--- config.mk ---
export PLATFORM = sky130hd
export DESIGN_NAME = vchmc_top
export DESIGN_NICKNAME = d
export VERILOG_FILES = /design/src/include/vchmc_pkg.sv /design/src/rtl/vchmc_top.sv /design/src/rtl/vchmc_ema.sv
export VERILOG_INCLUDE_DIRS = /design/src /design/src/include
export SDC_FILE = /design/constraint.sdc
export NUM_CORES = 1
export LEC_CHECK = 0
export BUFFER_PORTS_ARGS = -buffer_cell sky130_fd_sc_hd__buf_2
export CAP_MARGIN = 20
export CORE_MARGIN = 4
export CORE_UTILIZATION = 60
export CTS_CLUSTER_DIAMETER = 200
export DETAILED_ROUTE_END_ITERATION = 6
export PLACE_DENSITY = 0.88
export SYNTH_ARGS = -nofsm -noshare
export SYNTH_HDL_FRONTEND = slang
export SYNTH_SLANG_ARGS = --single-unit
--- constraint.sdc ---
create_clock -name clk -period 13.5 [get_ports clk]
set_input_delay 2.025 -clock clk [delete_from_list [all_inputs] [get_ports clk]]
set_output_delay 2.025 -clock clk [all_outputs]
set_load 0.005 [all_outputs]
--- src/include/vchmc_regs.svh ---
// register map, field positions and reset values for the valve channel
// assumes a 32-bit plain register port with word-aligned byte addresses
`ifndef VCHMC_REGS_SVH
`define VCHMC_REGS_SVH
// ==========================================================
// register byte addresses
`define VCHMC_OFS_CTRL     8'h00
`define VCHMC_OFS_STATUS   8'h04
`define VCHMC_OFS_IRQ_STAT 8'h08
`define VCHMC_OFS_IRQ_MASK 8'h0c
`define VCHMC_OFS_FILT     8'h10
`define VCHMC_OFS_SETPT    8'h14
`define VCHMC_OFS_IMIN     8'h18
`define VCHMC_OFS_IMAX     8'h1c
`define VCHMC_OFS_CMD      8'h20
`define VCHMC_OFS_COIL     8'h24
`define VCHMC_OFS_AIN0     8'h28
`define VCHMC_OFS_AIN1     8'h2c
// ==========================================================
// control register fields
`define VCHMC_CTRL_REMOTE  0
`define VCHMC_CTRL_ACTIVE  1
`define VCHMC_CTRL_RUN     2
`define VCHMC_CTRL_AUTOACK 3
`define VCHMC_CTRL_SWITCH  4
// command register fields, write-one pulses
`define VCHMC_CMD_DEFLOAD  0
`define VCHMC_CMD_COMMIT   1
`define VCHMC_CMD_CONFIRM  2
`define VCHMC_CMD_CANCEL   3
// status / interrupt fields
`define VCHMC_ST_SUPERR    0
`define VCHMC_ST_DEFDONE   1
`define VCHMC_ST_COMMITREQ 2
`define VCHMC_ST_REFUSED   3
`define VCHMC_IRQ_W        4
// filter config: per input, bit0 type, bits2:1 factor code
`define VCHMC_FILT_FIELD   4
// ==========================================================
// setpoint full scale, reset and factory values
`define VCHMC_SETPT_FULL   10'h3e8
`define VCHMC_DEF_IMIN     16'h0064
`define VCHMC_DEF_IMAX     16'h0320
`define VCHMC_DEF_FILT     8'h00
`endif

--- src/include/vchmc_pkg.sv ---
// types for the valve channel manual control block
// assumes nothing beyond a SystemVerilog compiler
package vchmc_pkg;
   // ==========================================================
   // smoothing factor codes
   typedef enum logic [1:0] {
      VCHMC_SF8  = 2'b00,
      VCHMC_SF16 = 2'b01,
      VCHMC_SF32 = 2'b10,
      VCHMC_SF64 = 2'b11
   } vchmc_sf_t;
endpackage

--- src/rtl/vchmc_top.sv ---
// valve channel manual control: modes, supply error, defaults, manual coil drive, input filters
// assumes one 200 MHz clock, a plain register port and synchronous inputs
//
// Implementation choices: the strobed register port and the address map.
`timescale 1ns/1ps
`default_nettype none
`include "vchmc_regs.svh"
module vchmc_top
   import vchmc_pkg::*;
#(
   parameter int N_AIN = 2,
   parameter int AW = 16
)
(
   // clock and reset
   input wire logic clk,
   input wire logic rstn,
   // register port
   input wire logic [7:0] reg_addr,
   input wire logic [31:0] reg_wdata,
   input wire logic reg_wr,
   input wire logic reg_rd,
   output logic [31:0] reg_rdata,
   // system status
   input wire logic link_online,
   input wire logic supply_low,
   // analog samples
   input wire logic [N_AIN-1:0] ain_vld,
   input wire logic [N_AIN*AW-1:0] ain_data,
   // non-volatile storage interface
   output logic nv_store,
   output logic [15:0] nv_imin,
   output logic [15:0] nv_imax,
   output logic [N_AIN*`VCHMC_FILT_FIELD-1:0] nv_filt,
   input wire logic [15:0] nv_imin_in,
   input wire logic [15:0] nv_imax_in,
   input wire logic [N_AIN*`VCHMC_FILT_FIELD-1:0] nv_filt_in,
   input wire logic nv_valid,
   // outputs
   output logic [15:0] coil_current,
   output logic irq
);
   // ==========================================================
   // reset release
   logic rst_s1_reg;
   logic rst_n;
   // two-stage release of the async reset
   always_ff @(posedge clk or negedge rstn)
   begin
      if (!rstn)
      begin
         rst_s1_reg <= 1'b0;
         rst_n <= 1'b0;
      end
      else
      begin
         rst_s1_reg <= 1'b1;
         rst_n <= rst_s1_reg;
      end
   end
   // ==========================================================
   // register state
   logic remote_host_mode_reg;
   logic active_reg;
   logic run_reg;
   logic autoack_reg;
   logic switching_reg;
   logic [9:0] setpt_reg;
   logic [15:0] imin_reg;
   logic [15:0] imax_reg;
   logic [15:0] imin_saved_reg;
   logic [15:0] imax_saved_reg;
   logic [N_AIN*`VCHMC_FILT_FIELD-1:0] filt_reg;
   logic superr_reg;
   logic [`VCHMC_IRQ_W-1:0] irq_stat_reg;
   logic [`VCHMC_IRQ_W-1:0] irq_mask_reg;
   logic nv_loaded_reg;
   logic wr_ctrl;
   logic wr_cmd;
   logic rd_irq;
   logic def_ok;
   logic def_req;
   logic commit_req;
   logic ctrl_refused;
   logic [`VCHMC_IRQ_W-1:0] irq_ev;

   assign wr_ctrl = reg_wr && (reg_addr == `VCHMC_OFS_CTRL);
   assign wr_cmd = reg_wr && (reg_addr == `VCHMC_OFS_CMD);
   assign rd_irq = reg_rd && (reg_addr == `VCHMC_OFS_IRQ_STAT);
   assign def_ok = link_online && !active_reg;
   assign def_req = wr_cmd && reg_wdata[`VCHMC_CMD_DEFLOAD];
   assign commit_req = wr_cmd && reg_wdata[`VCHMC_CMD_COMMIT];
   // mode and state requests: each one checked against the current other
   logic mode_req;
   logic state_req;
   assign mode_req = wr_ctrl && (reg_wdata[`VCHMC_CTRL_REMOTE] != remote_host_mode_reg);
   assign state_req = wr_ctrl && (reg_wdata[`VCHMC_CTRL_ACTIVE] != active_reg);
   assign ctrl_refused = (mode_req && active_reg) || (state_req && !remote_host_mode_reg)
      || (def_req && !def_ok);
   // operating mode: local or remote
   always_ff @(posedge clk or negedge rst_n)
   begin
      if (!rst_n)
         remote_host_mode_reg <= 1'b0;
      else if (mode_req && !active_reg)
         remote_host_mode_reg <= reg_wdata[`VCHMC_CTRL_REMOTE];
   end
   // control state: disabled or active
   always_ff @(posedge clk or negedge rst_n)
   begin
      if (!rst_n)
         active_reg <= 1'b0;
      else if (state_req && remote_host_mode_reg)
         active_reg <= reg_wdata[`VCHMC_CTRL_ACTIVE];
   end
   // manual start/stop, dropped when leaving active
   always_ff @(posedge clk or negedge rst_n)
   begin
      if (!rst_n)
         run_reg <= 1'b0;
      else if (!active_reg || !remote_host_mode_reg)
         run_reg <= 1'b0;
      else if (wr_ctrl)
         run_reg <= reg_wdata[`VCHMC_CTRL_RUN];
   end
   // plain options
   always_ff @(posedge clk or negedge rst_n)
   begin
      if (!rst_n)
      begin
         autoack_reg <= 1'b0;
         switching_reg <= 1'b0;
      end
      else if (wr_ctrl)
      begin
         autoack_reg <= reg_wdata[`VCHMC_CTRL_AUTOACK];
         switching_reg <= reg_wdata[`VCHMC_CTRL_SWITCH];
      end
   end
   // setpoint, clamped at full scale
   always_ff @(posedge clk or negedge rst_n)
   begin
      if (!rst_n)
         setpt_reg <= '0;
      else if (reg_wr && reg_addr == `VCHMC_OFS_SETPT)
         setpt_reg <= (reg_wdata[9:0] > `VCHMC_SETPT_FULL) ? `VCHMC_SETPT_FULL : reg_wdata[9:0];
   end
   // ==========================================================
   // current range edit with confirm/cancel, defaults and power-up restore
   always_ff @(posedge clk or negedge rst_n)
   begin
      if (!rst_n)
      begin
         imin_reg <= `VCHMC_DEF_IMIN;
         imax_reg <= `VCHMC_DEF_IMAX;
         imin_saved_reg <= `VCHMC_DEF_IMIN;
         imax_saved_reg <= `VCHMC_DEF_IMAX;
         filt_reg <= '0;
         nv_loaded_reg <= 1'b0;
      end
      else if (!nv_loaded_reg && nv_valid)
      begin
         // stored values come back after power-up
         imin_reg <= nv_imin_in;
         imax_reg <= nv_imax_in;
         imin_saved_reg <= nv_imin_in;
         imax_saved_reg <= nv_imax_in;
         filt_reg <= nv_filt_in;
         nv_loaded_reg <= 1'b1;
      end
      else if (def_req && def_ok)
      begin
         imin_reg <= `VCHMC_DEF_IMIN;
         imax_reg <= `VCHMC_DEF_IMAX;
         imin_saved_reg <= `VCHMC_DEF_IMIN;
         imax_saved_reg <= `VCHMC_DEF_IMAX;
         filt_reg <= '0;
      end
      else if (wr_cmd && reg_wdata[`VCHMC_CMD_CONFIRM])
      begin
         imin_saved_reg <= imin_reg;
         imax_saved_reg <= imax_reg;
      end
      else if (wr_cmd && reg_wdata[`VCHMC_CMD_CANCEL])
      begin
         imin_reg <= imin_saved_reg;
         imax_reg <= imax_saved_reg;
      end
      else if (reg_wr && reg_addr == `VCHMC_OFS_IMIN)
         imin_reg <= reg_wdata[15:0];
      else if (reg_wr && reg_addr == `VCHMC_OFS_IMAX)
         imax_reg <= reg_wdata[15:0];
      else if (reg_wr && reg_addr == `VCHMC_OFS_FILT)
         filt_reg <= reg_wdata[N_AIN*`VCHMC_FILT_FIELD-1:0];
   end
   // non-volatile write only on explicit commit
   always_ff @(posedge clk or negedge rst_n)
   begin
      if (!rst_n)
      begin
         nv_store <= 1'b0;
         nv_imin <= '0;
         nv_imax <= '0;
         nv_filt <= '0;
      end
      else
      begin
         nv_store <= commit_req;
         if (commit_req)
         begin
            nv_imin <= imin_reg;
            nv_imax <= imax_reg;
            nv_filt <= filt_reg;
         end
      end
   end
   // ==========================================================
   // supply error latch
   always_ff @(posedge clk or negedge rst_n)
   begin
      if (!rst_n)
         superr_reg <= 1'b0;
      else if (supply_low)
         superr_reg <= 1'b1;
      else if (autoack_reg)
         superr_reg <= 1'b0;
      else if (state_req && remote_host_mode_reg && reg_wdata[`VCHMC_CTRL_ACTIVE] && !active_reg)
         superr_reg <= 1'b0;
   end
   // ==========================================================
   // coil current: linear map or switch, zero when stopped
   function automatic logic [15:0] map_pct(input logic [9:0] sp, input logic [15:0] lo,
                                           input logic [15:0] hi);
      logic [15:0] span;
      logic [25:0] prod;
      span = (hi > lo) ? (hi - lo) : 16'h0000;
      prod = 26'(span) * 26'(sp);
      map_pct = lo + 16'(prod / 26'(`VCHMC_SETPT_FULL));
   endfunction

   always_ff @(posedge clk or negedge rst_n)
   begin
      if (!rst_n)
         coil_current <= '0;
      else if (!run_reg || superr_reg)
         coil_current <= '0;
      else if (switching_reg)
         coil_current <= setpt_reg[0] ? imax_reg : 16'h0000;
      else
         coil_current <= map_pct(setpt_reg, imin_reg, imax_reg);
   end

   // ==========================================================
   // analog input filters
   logic [N_AIN*AW-1:0] ain_filt;

   genvar gi;
   generate
      for (gi = 0; gi < N_AIN; gi++)
      begin : g_ain
         vchmc_ema #(.W(AW)) u_ema (
            .clk(clk),
            .rst_n(rst_n),
            .smooth_en(filt_reg[gi*`VCHMC_FILT_FIELD]),
            .sf(vchmc_sf_t'(filt_reg[gi*`VCHMC_FILT_FIELD+1 +: 2])),
            .sample_vld(ain_vld[gi]),
            .sample(ain_data[gi*AW +: AW]),
            .filt(ain_filt[gi*AW +: AW])
         );
      end
   endgenerate

   // ==========================================================
   // interrupts: sticky, cleared by read, set wins
   assign irq_ev = {ctrl_refused, commit_req, def_req && def_ok, supply_low && !superr_reg};

   always_ff @(posedge clk or negedge rst_n)
   begin
      if (!rst_n)
         irq_stat_reg <= '0;
      else if (rd_irq)
         irq_stat_reg <= irq_ev;
      else
         irq_stat_reg <= irq_stat_reg | irq_ev;
   end

   always_ff @(posedge clk or negedge rst_n)
   begin
      if (!rst_n)
         irq_mask_reg <= '0;
      else if (reg_wr && reg_addr == `VCHMC_OFS_IRQ_MASK)
         irq_mask_reg <= reg_wdata[`VCHMC_IRQ_W-1:0];
   end

   always_ff @(posedge clk or negedge rst_n)
   begin
      if (!rst_n)
         irq <= 1'b0;
      else
         irq <= |((irq_stat_reg | irq_ev) & irq_mask_reg & ~({`VCHMC_IRQ_W{rd_irq}} & irq_stat_reg & ~irq_ev));
   end

   // ==========================================================
   // read mux
   always_ff @(posedge clk or negedge rst_n)
   begin
      if (!rst_n)
         reg_rdata <= '0;
      else if (reg_rd)
      begin
         unique case (reg_addr)
            `VCHMC_OFS_CTRL: reg_rdata <= 32'({switching_reg, autoack_reg, run_reg, active_reg,
                                               remote_host_mode_reg});
            `VCHMC_OFS_STATUS: reg_rdata <= 32'({def_ok, superr_reg});
            `VCHMC_OFS_IRQ_STAT: reg_rdata <= 32'(irq_stat_reg);
            `VCHMC_OFS_IRQ_MASK: reg_rdata <= 32'(irq_mask_reg);
            `VCHMC_OFS_FILT: reg_rdata <= 32'(filt_reg);
            `VCHMC_OFS_SETPT: reg_rdata <= 32'(setpt_reg);
            `VCHMC_OFS_IMIN: reg_rdata <= 32'(imin_reg);
            `VCHMC_OFS_IMAX: reg_rdata <= 32'(imax_reg);
            `VCHMC_OFS_COIL: reg_rdata <= 32'(coil_current);
            `VCHMC_OFS_AIN0: reg_rdata <= 32'(ain_filt[AW-1:0]);
            `VCHMC_OFS_AIN1: reg_rdata <= 32'(ain_filt[(N_AIN-1)*AW +: AW]);
            default: reg_rdata <= '0;
         endcase
      end
      else
         reg_rdata <= '0;
   end
endmodule
`default_nettype wire

--- src/rtl/vchmc_ema.sv ---
// one analog input smoothing filter with bypass
// assumes sample_vld pulses one cycle per new sample
`timescale 1ns/1ps
`default_nettype none
module vchmc_ema
   import vchmc_pkg::*;
#(
   parameter int W = 16
)
(
   // clock and reset
   input wire logic clk,
   input wire logic rst_n,
   // configuration
   input wire logic smooth_en,
   input wire vchmc_sf_t sf,
   // sample stream
   input wire logic sample_vld,
   input wire logic [W-1:0] sample,
   output logic [W-1:0] filt
);
   // ==========================================================
   // shift amount from factor code
   function automatic logic [2:0] sf_shift(input vchmc_sf_t c);
      sf_shift = 3'h3 + {1'b0, c};
   endfunction

   logic signed [W+1:0] diff;
   logic signed [W+1:0] step;
   logic [W-1:0] filt_next;

   // output plus difference shifted by factor
   always_comb
   begin
      diff = $signed({2'b00, sample}) - $signed({2'b00, filt});
      step = diff >>> sf_shift(sf);
      filt_next = W'($signed({2'b00, filt}) + step);
   end

   // register filter state
   always_ff @(posedge clk or negedge rst_n)
   begin
      if (!rst_n)
         filt <= '0;
      else if (sample_vld)
      begin
         if (smooth_en)
            filt <= filt_next;
         else
            filt <= sample;
      end
   end
endmodule
`default_nettype wire

==> summary.md, run 1 <==
| Metric | Value |
|---|---|
| Mapped cell area | `24100 um^2` |
| Unique masters post-synth | `123` |
| Total GRT Usage | `67.1%` |
| Ports | `211` |
| Top FF cell, synth | `dfrtp_1` |
| Row count | `73` |
| CTS buffer count | `22` |
| Die width | `about 210 um` |
| EDFF count, synth | `0` |
| Worst-path endpoint category | `register data pin` |
| Stage reached | `global routing` |
| Outcome | `stopped before the end` |
| H-tree levels | `1` |
| Grt repair worst endpoint | `coil_current[15]$_DFF_PN0_/D` |
| Synth Warn # | `0` |
| Async SR Flop Fraction | `100%` |
| Post-Syn Instances | `slightly below 3000` |
| Overflow after GRT | `16` |
| First error message | `[ERROR GRT-0232] Routing congestion too high. Check the congestion heatmap in the GUI.` |
| IO buf count | `178` |
| Share of the synthesized area in the top cell type | `20.0%` |
| Pre-CTS setup slack | `-7.42 ns` |
| Gpl congestion | `about 1.0` |
| Largest net degree at the start of global routing | `75` |
| Largest area contributor in the netlist | `dfrtp_1` |
| Clock buffer depth | `3` |
| Sequential area share after synthesis | `a little over a fifth` |
| Mean Syn Cell Area | `8.11 um^2` |
| CTS sink count | `205` |
| Dpl hpwl | `~70000 um` |
| Die height | `209 um` |
| Starting Density | `60.8%` |
| Clock Root Buffer | `clkbuf_16` |
| Synth Register Bits | `roughly 200` |
| Top cells by area, synth | `dfrtp_1 (20%), fa_1 (9.6%), ha_1 (8.1%), nand2_1 (6.3%), a21oi_1 (5.0%)` |
-- kinds of logic after synthesis --
kind of cell | Yosys count | synth area share (%)
mux | 120 | 5.81
other cells | 2 | 0.0311
xor+xnor | 136 | 4.97
buf+inv | 374 | 6.31
flops | 205 | 21.3
fa+ha+maj | 275 | 17.8
compound gates | 867 | 24.7
simple gates | 998 | 19.0
-- cells in the mapped netlist (all sizes together) (14+ instances only) --
| library cell | number |
|---|---|
| nand2 | 409 |
| nor2 | 249 |
| a21oi | 247 |
| inv | 219 |
| dfrtp | 193 |
| o21ai | 163 |
| ha | 156 |
| fa | 116 |
| clkbuf | 103 |
| and2 | 102 |
| xnor2 | 100 |
| mux2i | 68 |
| a31oi | 60 |
| nand3 | 57 |
| o21bai | 54 |
| buf | 52 |
| a21o | 51 |
| nor3 | 44 |
| a22oi | 41 |
| mux2 | 40 |
| xor2 | 36 |
| o211ai | 33 |
| nand2b | 22 |
| nand4 | 20 |
| a211oi | 18 |
| o21a | 17 |
| and3 | 16 |
| a221oi | 15 |
| a222oi | 14 |
| nor2b | 14 |
| or2 | 14 |
-- through the flow --
stage,instance area (um^2),utilization (%),cells
CTS,32500,81.9,4301
floorplan,24700,-,2992
detailed placement,29900,75.3,4128
global placement,29900,75.3,4127
-- routing by layer --
layer | overflow | GRT usage, %
met1 | 0 | 66.1
met2 | 7 | 82.5
met3 | 0 | 54.4
met4 | 9 | 64.3
met5 | 0 | 32.5
-- repair_timing --
| action | in CTS |
|---|---|
| hold buffers | 0 |
| buffers inserted | 133 |
| pin swaps | 135 |
| gates cloned | 1 |
| resized for setup | 183 |
| setup endpoints to repair | 16 |
==> inputs of run 2 (changes only) <==
CORE_UTILIZATION = 40   (was 60)
CTS_CLUSTER_DIAMETER = unset   (was 200)
PLACE_DENSITY = unset   (was 0.88)
PLACE_DENSITY_LB_ADDON = 0.15   (was unset)
==> summary.md, run 2 <==
| Metric | Value |
|---|---|
| Die width | `254 um` |
| Overflow after GRT | `0` |
| Sequential Area | `5150 um^2` |
| Crit-path slowest cell | `fa_2` |
| Fin crit period | `20.48 ns` |
| Worst-margin pin slew | `1.11 ns` |
| Top cells by area, synth | `dfrtp_1 (20%), fa_1 (9.6%), ha_1 (8.1%), nand2_1 (6.3%), a21oi_1 (5.0%)` |
| Row count | `89` |
| Final hold viol count | `0` |
| Period utilization | `152%` |
| Failing checks | `design-rule violations, negative setup slack` |
| Placed insts | `4388` |
| CP peak stage delay | `0.62 ns` |
| Hold/Removal Path Class | `reg2async` |
| Final Slew Violations | `0` |
| Clock Root Buffer | `clkbuf_16` |
| Critical Path End Type | `flip-flop` |
| WL final | `91500 um` |
| EDFF count, synth | `0` |
| Outcome | `finished with violations` |
| Max_slew headroom | `26.3%` |
| Unrepaired setup endpoints after global routing | `true` |
| 1st-iter DRT viols | `1926` |
| First-pass GRT wire length | `140000 um` |
| Core area | `59400 um^2` |
| Share of cells above drive strength 1 | `36.7%` |
| Final instance area | `approximately 34000 um^2` |
| Clock buffer depth | `3` |
| Final nets | `between 4000 and 5000` |
| Synth Register Bits | `205` |
| Hold_ws | `0.265 ns` |
| IO buf count | `178` |
| Total GRT Usage | `between 20 and 30%` |
| DR DRC count | `21` |
| Most frequent cells after synthesis | `nand2_1 (408), nor2_1 (248), a21oi_1 (242)` |
| Largest area contributor in the netlist | `dfrtp_1` |
| Stages on worst setup path | `98` |
| RR Endpoint | `coil_current[14]$_DFF_PN0_` |
| Area Growth Syn to Fin | `40.8%` |
| Setup slack, reg-to-reg | `-6.98 ns` |
| Ant. Diodes | `0` |
| Async SR Flop Fraction | `100%` |
| Clk slew on worst S/H paths | `0.06 ns` |
| Vias in the first global route | `25500` |
| Delay-heaviest family, CP | `compound AO/OA/AOI/OAI gates` |
| Final setup violation count | `16` |
| Starting Density | `40.7%` |
| Via density | `5.65` |
| Max Fanout on Critical Path | `8` |
| Critical Path AT | `20.87 ns` |
| R2R depth | `98` |
| Die ar. | `64300 um^2` |
| TritonCTS clock tree | `done` |
| Sequential area share after synthesis | `21.3%` |
| Post-Syn Instances | `2977` |
| Top FF cell, synth | `dfrtp_1` |
| Reg-to-Reg Start | `imax_reg[0]$_DFFE_PN0P_` |
| Fin cells | `4574` |
| Multi-input gate area | `between 15000 and 20000 um^2` |
| Wire per inst | `20.0 um` |
| H-tree levels | `1` |
| Skew-Pair Late Insertion Delay | `about 0.54 ns` |
| Share of the synthesized area in the top cell type | `20.0%` |
| Most frequent cell after synthesis | `nand2_1` |
| Unique masters post-synth | `approximately 120` |
| Setup WS post-layout | `-6.98 ns` |
| Clk_skew | `around 0.019 ns` |
| WS Path Type | `reg2reg` |
| Largest net degree at the start of global routing | `67` |
| PD cells | `between 150 and 200 nW/um^2` |
| WP buf/inv | `17` |
| Dpl cell area | `30300 um^2` |
| Most used cell, CP | `buf_4` |
| Drt pass-1 iters | `7` |
| CP required | `13.89 ns` |
| CP startpoint | `imax_reg[0]$_DFFE_PN0P_` |
| Via count | `between 20000 and 30000` |
| Mapped cell area | `~24000 um^2` |
| Final Core Density | `around 57%` |
| CTS buffer count | `25` |
| VDD IR max | `133 uV` |
| Gpl congestion | `roughly 0.96` |
| Ports | `211` |
| Dpl hpwl | `about 71000 um` |
| Die height | `254 um` |
| Max Fclk | `48.8 MHz` |
| Largest register FFs | `32` |
| CTS sink count | `between 200 and 250` |
| Lkg Pwr | `16.5 nW` |
| Final ANT Viol Nets | `0` |
| Synth Warn # | `0` |
| Startpoint type of the worst setup path | `flip-flop` |
| Commonest cells after routing, fill and taps aside | `buf_4 (705), nand2_1 (391), nor2_1 (227), inv_1 (208), a21oi_1 (199)` |
| Commonest non-fill, non-tap cell in the layout | `buf_4` |
| Mean Syn Cell Area | `8.11 um^2` |
| Fill count | `approximately 5300` |
| Initial antenna violation count | `0` |
| MaxCap Viol Count | `0` |
| Sum Neg Setup Slack | `-99.09 ns` |
-- run 2: cell counts after synthesis --
No cell type changed its count.
-- run 2: per-layer routing --
| metal | vias up | track usage (%) | wire, um |
|---|---|---|---|
| met5 | - | 0 | 0 |
| met4 | 0 | 7.95 | 3090 |
| met3 | 166 | 3.65 | 5890 |
| met2 | 925 | 45.7 | 43800 |
| met1 | 12600 | 36.4 | 38700 |
| li1 | 12100 | - | - |
-- run 2: layout make-up --
class | count | area share (%)
repair buffers | 919 | 19.6
multi-input cells | 2414 | 57.5
flip-flops and latches | 205 | 15.2
inverters | 219 | 2.43
well taps | 773 | 2.85
clock inverters | 14 | 0.471
clock buffers | 30 | 1.98
-- run 2: worst reg2reg max path, delay by kind of cell, from the launching register on --
family	cells	cell delay [ns]
adder cells (fa/ha/maj)	11	4.35
flip-flops	1	0.39
AND/OR/NAND/NOR	19	3.22
buffers and inverters	17	2.11
XOR/XNOR	2	0.37
AO/OA/AOI/OAI	46	8.93
multiplexers	3	0.96
-- run 2: per-stage QoR --
stage / setup slack (ns) / power (mW)
2_1_floorplan: -6.41 / 3.14
3_3_place_gp: -7.13 / 4.27
3_5_place_dp: -7.33 / 4.34
4_1_cts: -6.44 / 5.24
5_1_grt: -7.91 / 5.86
6_report: -6.98 / 5.46
-- run 2: logic make-up (layout without fill, tap and decap cells) --
logic type / Yosys count / in the layout / share of synthesized area [%]
XOR/XNOR: 136 / 136 / 4.97
buffers and inverters: 374 / 1182 / 6.31
AND/OR/NAND/NOR: 998 / 998 / 19.0
adder cells (fa/ha/maj): 275 / 275 / 17.8
AO/OA/AOI/OAI: 867 / 868 / 24.7
multiplexers: 120 / 120 / 5.81
other: 2 / 17 / 0.0311
flip-flops: 205 / 205 / 21.3
-- run 2: power by group --
part           switching (mW)  internal (mW)  total, mW
sequential              0.141          0.712      0.853
clock                   0.289          0.415      0.704
combinational            2.03           1.87       3.91
-- run 2: timing repair --
item / CTS / global route
gates resized for setup: 179 / 156
buffers inserted: 72 / 70
pin swaps: 94 / 168
cloned: 0 / 2
endpoints found under the setup margin: 16 / 16
hold buffers: 0 / 0
-- run 2: how the worst max path moves through the flow --
stage | endpoint | slack [ns]
floorplan | coil_current[14]$_DFF_PN0_ | -6.41
global placement | coil_current[14]$_DFF_PN0_ | -7.13
detailed placement | coil_current[14]$_DFF_PN0_ | -7.33
CTS | coil_current[15]$_DFF_PN0_ | -6.44
global route | coil_current[14]$_DFF_PN0_ | -7.91
finish | coil_current[14]$_DFF_PN0_ | -6.98
Note: power is estimated with default switching activity, not from simulation.
